$ cat src/hdl/scsc_pkg.sv
// Purpose: shared constants for the clock switchover control block
// Assumes: ref_clk is the oscillator-derived system clock at 20 MHz
// Notes:   one 8-bit control register in the special-function space
package scsc_pkg;

  // ------------------------------------------------------------------
  // register map
  // ------------------------------------------------------------------
  localparam logic [7:0] CSC_ADDR      = 8'h80;
  localparam logic [7:0] CSC_RESET     = 8'h00;

  // ------------------------------------------------------------------
  // field positions
  // ------------------------------------------------------------------
  localparam int unsigned METER_SEL_BIT = 7;
  localparam int unsigned QPLL_BIT      = 6;
  localparam int unsigned QSLEEP_BIT    = 5;
  localparam int unsigned METER_STOP_BIT = 4;
  localparam int unsigned DISP_STOP_BIT = 3;
  localparam int unsigned SLEEP_HI_BIT  = 2;
  localparam int unsigned SLEEP_LO_BIT  = 1;
  localparam int unsigned PROC_SEL_BIT  = 0;

  // ------------------------------------------------------------------
  // timing
  // ------------------------------------------------------------------
  localparam int unsigned CLK_FREQ_HZ   = 20000000;
  localparam int unsigned OSC_FREQ_HZ   = 32768;
  // longest wait: one oscillator period, rounded down
  localparam int unsigned OSC_TICK_CYCLES = CLK_FREQ_HZ / OSC_FREQ_HZ;
  localparam int unsigned OSC_CNT_W     = 10;
  localparam logic [OSC_CNT_W-1:0] OSC_TICK_LAST =
    OSC_CNT_W'(OSC_TICK_CYCLES - 1);

  // ------------------------------------------------------------------
  // power state
  // ------------------------------------------------------------------
  typedef enum logic
  {
    PS_RUN   = 1'b0,
    PS_SLEEP = 1'b1
  } scsc_power_e;

endpackage : scsc_pkg

$ cat src/hdl/scsc_switch_if.sv
// Purpose: request and status of one clock domain source switch
// Assumes: single clock domain
// Notes:   req high asks for the pll, in_use shows the live source
`timescale 1ns/1ps
`default_nettype none
interface scsc_switch_if;
  logic req;
  logic tick;
  logic in_use;
  modport ctrl (output req, output tick, input in_use);
  modport sw   (input req, input tick, output in_use);
endinterface : scsc_switch_if
`default_nettype wire

$ cat src/hdl/scsc_osc_tick.sv
// Purpose: one-cycle enable at the oscillator rate
// Assumes: ref_clk at CLK_FREQ_HZ
// Notes:   period is OSC_TICK_CYCLES clocks
`timescale 1ns/1ps
`default_nettype none
module scsc_osc_tick
  import scsc_pkg::*;
(
  // clock and reset
  input  wire logic ref_clk,
  input  wire logic rst_n,
  // enable
  output logic      tick
);

  logic [OSC_CNT_W-1:0] cnt_ff;

  always_ff @(posedge ref_clk or negedge rst_n)
  begin
    if (!rst_n)
      cnt_ff <= '0;
    else if (cnt_ff == OSC_TICK_LAST)
      cnt_ff <= '0;
    else
      cnt_ff <= cnt_ff + OSC_CNT_W'(1);
  end

  assign tick = (cnt_ff == OSC_TICK_LAST);

endmodule : scsc_osc_tick
`default_nettype wire

$ cat src/hdl/scsc_src_switch.sv
// Purpose: source switch of one clock domain
// Assumes: tick is the oscillator-rate enable
// Notes:   moving to the pll is immediate, back to osc waits a tick
`timescale 1ns/1ps
`default_nettype none
module scsc_src_switch
  import scsc_pkg::*;
(
  // clock and reset
  input  wire logic   ref_clk,
  input  wire logic   rst_n,
  // switch control
  scsc_switch_if.sw   sw
);

  logic in_use_ff;

  // leaving the pll waits for an osc edge so no runt pulse reaches logic
  always_ff @(posedge ref_clk or negedge rst_n)
  begin
    if (!rst_n)
      in_use_ff <= 1'b0;
    else if (sw.req)
      in_use_ff <= 1'b1;
    else if (sw.tick)
      in_use_ff <= 1'b0;
  end

  assign sw.in_use = in_use_ff;

endmodule : scsc_src_switch
`default_nettype wire

$ cat src/hdl/scsc_top.sv
// Purpose: clock switchover control register and its clock gating
// Assumes: sfr strobes are one-cycle pulses synchronous to ref_clk
// Notes:   reads answer one cycle after the read strobe
//
// Operation
// - select bits choose osc or pll, read live
// - quick pll write ignored while quick sleep set
// - quick pll starts pll, processor moves at once
// - quick pll locks selection; clearing keeps it
// - quick sleep forces osc, pll off, clock stopped
// - quick sleep enters sleep when power-up flag low
// - quick sleep with sleep code 00 never sleeps when power-up flag high
// - display stop only with both domains on pll
// - sleep codes 11, 01 stop clocks, sleep
// - sleep code 10 stops clocks, sleep too
// - wake without reset leaves sleep, no reset
// - wake without reset keeps all other state
// - wake clears sleep field and quick bits
// - metering stop works only on osc source
// - return to osc within one osc cycle
`timescale 1ns/1ps
`default_nettype none
module scsc_top
  import scsc_pkg::*;
(
  // clock and reset
  input  wire logic       ref_clk,
  input  wire logic       rst_n,
  // special-function register port
  input  wire logic [7:0] sfr_addr,
  input  wire logic       sfr_wr,
  input  wire logic       sfr_rd,
  input  wire logic [7:0] sfr_wdata,
  output logic      [7:0] sfr_rdata,
  // system status and wake
  input  wire logic       power_up_status,
  input  wire logic       wake_without_reset,
  input  wire logic       wake_event,
  // clock control outputs
  output logic            proc_pll_sel,
  output logic            meter_pll_sel,
  output logic            pll_quick_enable,
  output logic            processor_clock_en,
  output logic            metering_clock_en,
  output logic            display_clock_en,
  output logic            companion_clock_en,
  // power control outputs
  output logic            sleep_active,
  output logic            wake_reset_req
);

  // ------------------------------------------------------------------
  // state
  // ------------------------------------------------------------------
  logic        meter_sel_ff;
  logic        proc_sel_ff;
  logic        quick_pll_ff;
  logic        quick_sleep_ff;
  logic        meter_stop_ff;
  logic        disp_stop_ff;
  logic [1:0]  sleep_field_ff;
  logic [7:0]  rdata_ff;
  logic        wake_req_ff;
  scsc_power_e power_ff;
  scsc_power_e nxt_power;

  logic        wr_hit;
  logic        rd_hit;
  logic        wake_clear;
  logic        osc_tick;
  logic        qpll_accept;

  scsc_switch_if proc_sw ();
  scsc_switch_if meter_sw ();

  assign wr_hit      = sfr_wr && (sfr_addr == CSC_ADDR);
  assign rd_hit      = sfr_rd && (sfr_addr == CSC_ADDR);
  assign qpll_accept = wr_hit && !quick_sleep_ff;
  assign wake_clear  = (power_ff == PS_SLEEP) && wake_event &&
                       wake_without_reset;

  // ------------------------------------------------------------------
  // source switches
  // ------------------------------------------------------------------
  scsc_osc_tick u_tick
  (
    .ref_clk (ref_clk),
    .rst_n   (rst_n),
    .tick    (osc_tick)
  );

  // quick sleep overrides everything and drops the processor to osc
  assign proc_sw.req  = !quick_sleep_ff &&
                        (quick_pll_ff || proc_sel_ff);
  assign proc_sw.tick = osc_tick;
  assign meter_sw.req  = meter_sel_ff;
  assign meter_sw.tick = osc_tick;

  scsc_src_switch u_proc_sw
  (
    .ref_clk (ref_clk),
    .rst_n   (rst_n),
    .sw      (proc_sw.sw)
  );

  scsc_src_switch u_meter_sw
  (
    .ref_clk (ref_clk),
    .rst_n   (rst_n),
    .sw      (meter_sw.sw)
  );

  // ------------------------------------------------------------------
  // register bits
  // ------------------------------------------------------------------
  always_ff @(posedge ref_clk or negedge rst_n)
  begin
    if (!rst_n)
      meter_sel_ff <= CSC_RESET[METER_SEL_BIT];
    else if (wr_hit)
      meter_sel_ff <= sfr_wdata[METER_SEL_BIT];
  end

  // the lock is judged on the value before the write
  always_ff @(posedge ref_clk or negedge rst_n)
  begin
    if (!rst_n)
      proc_sel_ff <= CSC_RESET[PROC_SEL_BIT];
    else if (wr_hit && sfr_wdata[QSLEEP_BIT])
      proc_sel_ff <= 1'b0;
    else if (qpll_accept && sfr_wdata[QPLL_BIT])
      proc_sel_ff <= 1'b1;
    else if (wr_hit && !quick_pll_ff)
      proc_sel_ff <= sfr_wdata[PROC_SEL_BIT];
  end

  always_ff @(posedge ref_clk or negedge rst_n)
  begin
    if (!rst_n)
      quick_pll_ff <= CSC_RESET[QPLL_BIT];
    else if (qpll_accept)
      quick_pll_ff <= sfr_wdata[QPLL_BIT];
    else if (wake_clear)
      quick_pll_ff <= 1'b0;
  end

  // a write in the wake cycle wins over the wake clear
  always_ff @(posedge ref_clk or negedge rst_n)
  begin
    if (!rst_n)
    begin
      quick_sleep_ff <= CSC_RESET[QSLEEP_BIT];
      sleep_field_ff <= CSC_RESET[SLEEP_HI_BIT:SLEEP_LO_BIT];
    end
    else if (wr_hit)
    begin
      quick_sleep_ff <= sfr_wdata[QSLEEP_BIT];
      sleep_field_ff <= sfr_wdata[SLEEP_HI_BIT:SLEEP_LO_BIT];
    end
    else if (wake_clear)
    begin
      quick_sleep_ff <= 1'b0;
      sleep_field_ff <= 2'h0;
    end
  end

  // untouched by wake so the gating survives a sleep
  always_ff @(posedge ref_clk or negedge rst_n)
  begin
    if (!rst_n)
    begin
      meter_stop_ff <= CSC_RESET[METER_STOP_BIT];
      disp_stop_ff  <= CSC_RESET[DISP_STOP_BIT];
    end
    else if (wr_hit)
    begin
      meter_stop_ff <= sfr_wdata[METER_STOP_BIT];
      disp_stop_ff  <= sfr_wdata[DISP_STOP_BIT];
    end
  end

  // ------------------------------------------------------------------
  // power state
  // ------------------------------------------------------------------
  always_comb
  begin
    nxt_power = power_ff;
    unique case (power_ff)
      PS_RUN:
      begin
        if (wr_hit && (sfr_wdata[SLEEP_HI_BIT:SLEEP_LO_BIT] != 2'h0))
          nxt_power = PS_SLEEP;
        else if (wr_hit && sfr_wdata[QSLEEP_BIT] && !power_up_status)
          nxt_power = PS_SLEEP;
      end
      PS_SLEEP:
      begin
        if (wake_clear)
          nxt_power = PS_RUN;
      end
    endcase
  end

  always_ff @(posedge ref_clk or negedge rst_n)
  begin
    if (!rst_n)
      power_ff <= PS_RUN;
    else
      power_ff <= nxt_power;
  end

  // a wake with reset enabled is handed to the reset logic outside
  always_ff @(posedge ref_clk or negedge rst_n)
  begin
    if (!rst_n)
      wake_req_ff <= 1'b0;
    else
      wake_req_ff <= (power_ff == PS_SLEEP) && wake_event &&
                     !wake_without_reset;
  end

  // ------------------------------------------------------------------
  // read path
  // ------------------------------------------------------------------
  always_ff @(posedge ref_clk or negedge rst_n)
  begin
    if (!rst_n)
      rdata_ff <= CSC_RESET;
    else if (rd_hit)
      rdata_ff <= {meter_sw.in_use, quick_pll_ff, quick_sleep_ff,
                   meter_stop_ff, disp_stop_ff, sleep_field_ff,
                   proc_sw.in_use};
  end

  // ------------------------------------------------------------------
  // outputs
  // ------------------------------------------------------------------
  assign sfr_rdata          = rdata_ff;
  assign proc_pll_sel       = proc_sw.in_use;
  assign meter_pll_sel      = meter_sw.in_use;
  // pll runs at the fixed quick frequency of 3.2768 MHz in this mode
  assign pll_quick_enable   = quick_pll_ff && !quick_sleep_ff;
  assign processor_clock_en = !quick_sleep_ff &&
                              (sleep_field_ff == 2'h0);
  assign companion_clock_en = (sleep_field_ff == 2'h0);
  assign metering_clock_en  = !(meter_stop_ff &&
                                !meter_sw.in_use);
  assign display_clock_en   = !(disp_stop_ff && proc_sw.in_use &&
                                meter_sw.in_use);
  assign sleep_active       = (power_ff == PS_SLEEP);
  assign wake_reset_req     = wake_req_ff;

  // ------------------------------------------------------------------
  // checks
  // ------------------------------------------------------------------
  localparam int SW_BOUND = 612;
endmodule : scsc_top
`default_nettype wire

$ cat config.mk
export PLATFORM = sky130hd
export DESIGN_NAME = scsc_top
export DESIGN_NICKNAME = d
export VERILOG_FILES = /design/src/hdl/scsc_pkg.sv /design/src/hdl/scsc_switch_if.sv /design/src/hdl/scsc_osc_tick.sv /design/src/hdl/scsc_src_switch.sv /design/src/hdl/scsc_top.sv
export SDC_FILE = /design/constraint.sdc
export NUM_CORES = 1
export LEC_CHECK = 0
export BUFFER_PORTS_ARGS = -buffer_cell sky130_fd_sc_hd__buf_2
export CAP_MARGIN = 40
export CORE_ASPECT_RATIO = 1.75
export CORE_MARGIN = 3
export CORE_UTILIZATION = 54
export CTS_CLUSTER_SIZE = 12
export DETAILED_ROUTE_END_ITERATION = 12
export PLACE_DENSITY_LB_ADDON = 0.2
export SLEW_MARGIN = 20
export SYNTH_ARGS = -nofsm -noshare
export SYNTH_HDL_FRONTEND = slang
export SYNTH_SLANG_ARGS = --single-unit
export TNS_END_PERCENT = 5
$ cat constraint.sdc
create_clock -name ref_clk -period 3.4 [get_ports ref_clk]
set_clock_uncertainty 0.15 [all_clocks]
set_input_delay 0.51 -clock ref_clk [delete_from_list [all_inputs] [get_ports ref_clk]]
set_output_delay 0.51 -clock ref_clk [all_outputs]
set_load 0.03 [all_outputs]
==> tab_implementation.tex <==
\begin{tabular}{lr}
\hline
Metric & Value \\
\hline
\multicolumn{2}{l}{\textbf{Route}} \\
Wire per inst & roughly 16 um \\
Wirelength, routed & slightly below 3 mm \\
Drt first-iter violations & 32 \\
Mean number of vias per cell & about 5.6 \\
DR pass1 iterations & 4 \\
Number of nets with antenna violations after detailed routing & 0 \\
Vias after detailed routing & between 1000 and 1500 \\
Final routed DRC violation total & 0 \\
\multicolumn{2}{l}{\textbf{Logic synthesis}} \\
Synth warnings & 0 \\
Top-count cell post-synth & sky130\_fd\_sc\_hd\_\_dfrtp\_1 \\
Complex-gate fraction of the synthesized area & 6.91\% \\
Mux share of post-synthesis cell area & a little under an eighth \\
Dominant cell type by area after synthesis & sky130\_fd\_sc\_hd\_\_dfrtp\_1 \\
Dominant combinational cell family by area after synthesis & simple AND/OR/NAND/NOR gates \\
Fraction of the mapped netlist area in adder cells & 1.82\% \\
Simple-Gate Fraction of Synth Area & 18.9\% \\
Top FF cell, synth & sky130\_fd\_sc\_hd\_\_dfrtp\_1 \\
Syn avg cell area & 12.1 um\^{}2 \\
Count of different cell masters after synthesis & 30 \\
Number of enable flip-flop cells after synthesis & 0 \\
Sequential area share after synthesis & 54.5\% \\
Dominant cells by area after synthesis & sky130\_fd\_sc\_hd\_\_dfrtp\_1 55\%, sky130\_fd\_sc\_hd\_\_mux2\_2 9.0\%, sky130\_fd\_sc\_hd\_\_nor4\_4 3.1\% \\
Synth top area share & between 50\% and 60\% \\
Flip-flop and latch count after synthesis & 30 \\
Most frequent cells after synthesis & 30 x sky130\_fd\_sc\_hd\_\_dfrtp\_1, 11 x sky130\_fd\_sc\_hd\_\_mux2\_2, 10 x sky130\_fd\_sc\_hd\_\_inv\_1 \\
Post-Synthesis Cell Area & 1380 um\^{}2 \\
Total nets after synthesis & 139 \\
Area share of xor/xnor cells in the synthesized design & roughly 3.2\% \\
Share of flip-flops with an asynchronous set or reset & 100\% \\
Number of instances in the synthesized netlist & around 110 \\
\multicolumn{2}{l}{\textbf{Clock network}} \\
Clock-pin slew reported for the worst setup and hold paths after clock tree synthesis & 0.06 ns \\
Count of H-tree levels built during CTS & 2 \\
Count of hold buffers inserted by post-cts repair & 0 \\
Number of buffers inserted by post-CTS setup repair & 0 \\
Clock buffers created by TritonCTS & 5 \\
Post-CTS sizing & 0 \\
Buffer type at the clock tree root & sky130\_fd\_sc\_hd\_\_clkbuf\_8 \\
Number of buffers on the longest clock path & 2 \\
Insertion delay to the later sink of the worst-skew pair & approximately 0.28 ns \\
TritonCTS clock tree & done \\
Clock Sinks & 30 \\
\multicolumn{2}{l}{\textbf{Setup path}} \\
Crit path kind & reg2reg \\
Reg2reg path depth & 3 \\
Critical path launch point type & flop \\
Worst setup path startpoint & u\_tick.cnt\_ff[4] \\
Maximum fanout count along the critical path & 8 \\
RR Endpoint & u\_proc\_sw.sw.in\_use \\
WP data arrival & around 1.9 ns \\
Worst setup EP type & flop \\
Launch point of the worst reg-to-reg path & u\_tick.cnt\_ff[4] \\
FF-to-FF setup slack & between 1.5 and 2 ns \\
Worst Path Required & roughly 3.4 ns \\
\multicolumn{2}{l}{\textbf{Timing}} \\
Slew HR & 57.5\% \\
Final period demand of the worst path & 1.85 ns \\
Worst Slack Setup Final & 1.55 ns \\
Hold Violations, Final & 0 \\
Maximum frequency from static timing analysis & 0.540 GHz \\
Final total negative setup slack & 0 ns \\
Number of max-slew violations in the final report & 0 \\
Post-route clock period utilization & 54.5\% \\
Slew of the pin with the lowest slew margin & about 0.64 ns \\
Final setup violation count & 0 \\
Unrepaired setup endpoints after global routing & false \\
\multicolumn{2}{l}{\textbf{Die}} \\
X dimension of the die & about 44 um \\
Boundary Pins & 40 \\
Vertical die dimension & 72.8 um \\
Count of standard-cell rows & 23 \\
Starting density of the core & 58.3\% \\
Die footprint & between 3000 and 4000 um\^{}2 \\
Std-Cell Core Area & 2360 um\^{}2 \\
\multicolumn{2}{l}{\textbf{Cells and area}} \\
Layout cell share with drive strength beyond 1 & between 40\% and 50\% \\
Final Instance Count excl. Fillers & approximately 190 \\
Largest register FFs & 10 \\
Net total in the final layout & around 190 \\
Utilization after layout & just over 70\% \\
Reg with most FFs & u\_tick.cnt\_ff \\
Synthesis-to-finish area growth & 23.4\% \\
ANT cells & 0 \\
Cell area after layout & approximately 1700 um\^{}2 \\
\multicolumn{2}{l}{\textbf{Place}} \\
Final GP Congestion & 0.795 \\
Number of placed cells counting well taps & 178 \\
Total half-perimeter wirelength after legalization and detailed placement & 2.15 mm \\
Worst slack, placed & 1.47 ns \\
Port Buf Inserts & 39 \\
Placement Cell Area & roughly 1600 um\^{}2 \\
\multicolumn{2}{l}{\textbf{GRT}} \\
Maximum number of pins on one net before global-route repair & 31 \\
Global-route wire length before repair & 4.95 mm \\
Antenna violations before repair & 0 \\
Gr usage total & 21.4\% \\
Number of global-route vias before repair & around 1100 \\
Overflow left after global routing & 0 \\
\multicolumn{2}{l}{\textbf{Min path}} \\
Type of the most critical hold path & in2async \\
\multicolumn{2}{l}{\textbf{Status}} \\
Run status & finished clean \\
\multicolumn{2}{l}{\textbf{Pwr}} \\
Cell Pwr Density & 448 nW/um\^{}2 \\
Worst supply voltage drop on vdd & between 0.2 and 0.3 mV \\
Static Leakage & a little under 0.9 nW \\
\multicolumn{2}{l}{\textbf{Flow run}} \\
Count of max-cap constraint violations & 0 \\
\hline
\end{tabular}
through the flow:
| stage | hold slack [ns] | total power, mW |
|---|---|---|
| after global placement | 0.298 | 0.472 |
| after floorplan | 0.0644 | 0.434 |
| after global routing | 0.135 | 0.797 |
| after CTS | 0.116 | 0.775 |
| final | 0.0935 | 0.761 |
| after detailed placement | 0.309 | 0.475 |
critical path: stages (launching register included):
cell	delay, ns
sky130_fd_sc_hd__dfrtp_1	0.42
sky130_fd_sc_hd__or4b_4	0.54
sky130_fd_sc_hd__nor4_4	0.49
sky130_fd_sc_hd__o22ai_2	0.12
power by group:
part / internal, mW / leakage (nW) / switching, mW / total [mW]
logic: 0.0314 / 0.434 / 0.0549 / 0.0862
registers: 0.370 / 0.394 / 0.0115 / 0.381
clock network: 0.162 / 0.0472 / 0.131 / 0.294
routing by layer:
metal	up-vias	routed length (um)	GRT usage, %
met4	0	113	14.1
li1	491	-	-
met5	-	0	0
met1	503	1010	21.6
met3	10	148	5.43
met2	35	1630	37.0
logic make-up (layout without fill, tap and decap cells):
group / count (synthesis) / in the layout
xor gates and xnor gates: 5 / 5
and+or+nand+nor: 39 / 39
DFF: 30 / 30
muxes: 15 / 15
buffers and inverters: 10 / 57
adders and majority gates: 2 / 2
AOI/OAI and AO/OA: 13 / 13
worst max-delay path by stage:
| stage | endpoint | slack, ns |
|---|---|---|
| 6_report | u_proc_sw.sw.in_use | 1.55 |
| 4_1_cts | u_proc_sw.sw.in_use | 1.50 |
| 3_5_place_dp | sfr_rdata[7] | 1.47 |
| 3_3_place_gp | meter_sel_ff | 1.52 |
| 5_1_grt | u_meter_sw.sw.in_use | 1.44 |
| 2_1_floorplan | processor_clock_en | 1.61 |
placed cells by master (no fill, tap or decap):
cell,synthesis,final
sky130_fd_sc_hd__ha_1,2,2
sky130_fd_sc_hd__o2111a_1,1,1
sky130_fd_sc_hd__nor2_1,8,8
sky130_fd_sc_hd__o22a_1,1,1
sky130_fd_sc_hd__clkinvlp_4,0,1
sky130_fd_sc_hd__or4b_4,1,1
sky130_fd_sc_hd__nor4_4,2,2
sky130_fd_sc_hd__mux2_2,11,11
sky130_fd_sc_hd__nor2b_1,2,2
sky130_fd_sc_hd__a21oi_1,4,4
sky130_fd_sc_hd__buf_2,0,39
sky130_fd_sc_hd__nand3_1,6,6
sky130_fd_sc_hd__inv_1,10,10
sky130_fd_sc_hd__clkbuf_8,0,6
sky130_fd_sc_hd__o41ai_1,1,1
sky130_fd_sc_hd__nor4b_4,1,1
sky130_fd_sc_hd__clkinv_2,0,1
sky130_fd_sc_hd__dfrtp_1,30,30
sky130_fd_sc_hd__o31ai_1,1,1
sky130_fd_sc_hd__xnor2_1,3,3
sky130_fd_sc_hd__nand4_1,2,2
sky130_fd_sc_hd__o21bai_1,1,1
sky130_fd_sc_hd__xor2_1,2,2
sky130_fd_sc_hd__nand4b_1,1,1
sky130_fd_sc_hd__o31a_1,1,1
sky130_fd_sc_hd__or4_1,1,1
sky130_fd_sc_hd__nand2_1,8,8
sky130_fd_sc_hd__nand3_2,2,2
sky130_fd_sc_hd__o22ai_2,1,1
sky130_fd_sc_hd__mux2i_1,4,4
sky130_fd_sc_hd__or3_1,2,2
sky130_fd_sc_hd__o21ai_0,2,2
sky130_fd_sc_hd__nand2b_1,1,1
sky130_fd_sc_hd__nor3_1,2,2
layout make-up:
cell class | count | area (um^2)
clock buffers | 6 | 82.6
clock inverters | 2 | 12.5
fillers | 183 | 662
inverters | 10 | 37.5
multi-input cells | 74 | 588
flip-flops and latches | 30 | 751
well taps | 25 | 31.3
repair buffers | 39 | 195
No activity file was read; power rests on OpenSTA's default activity.
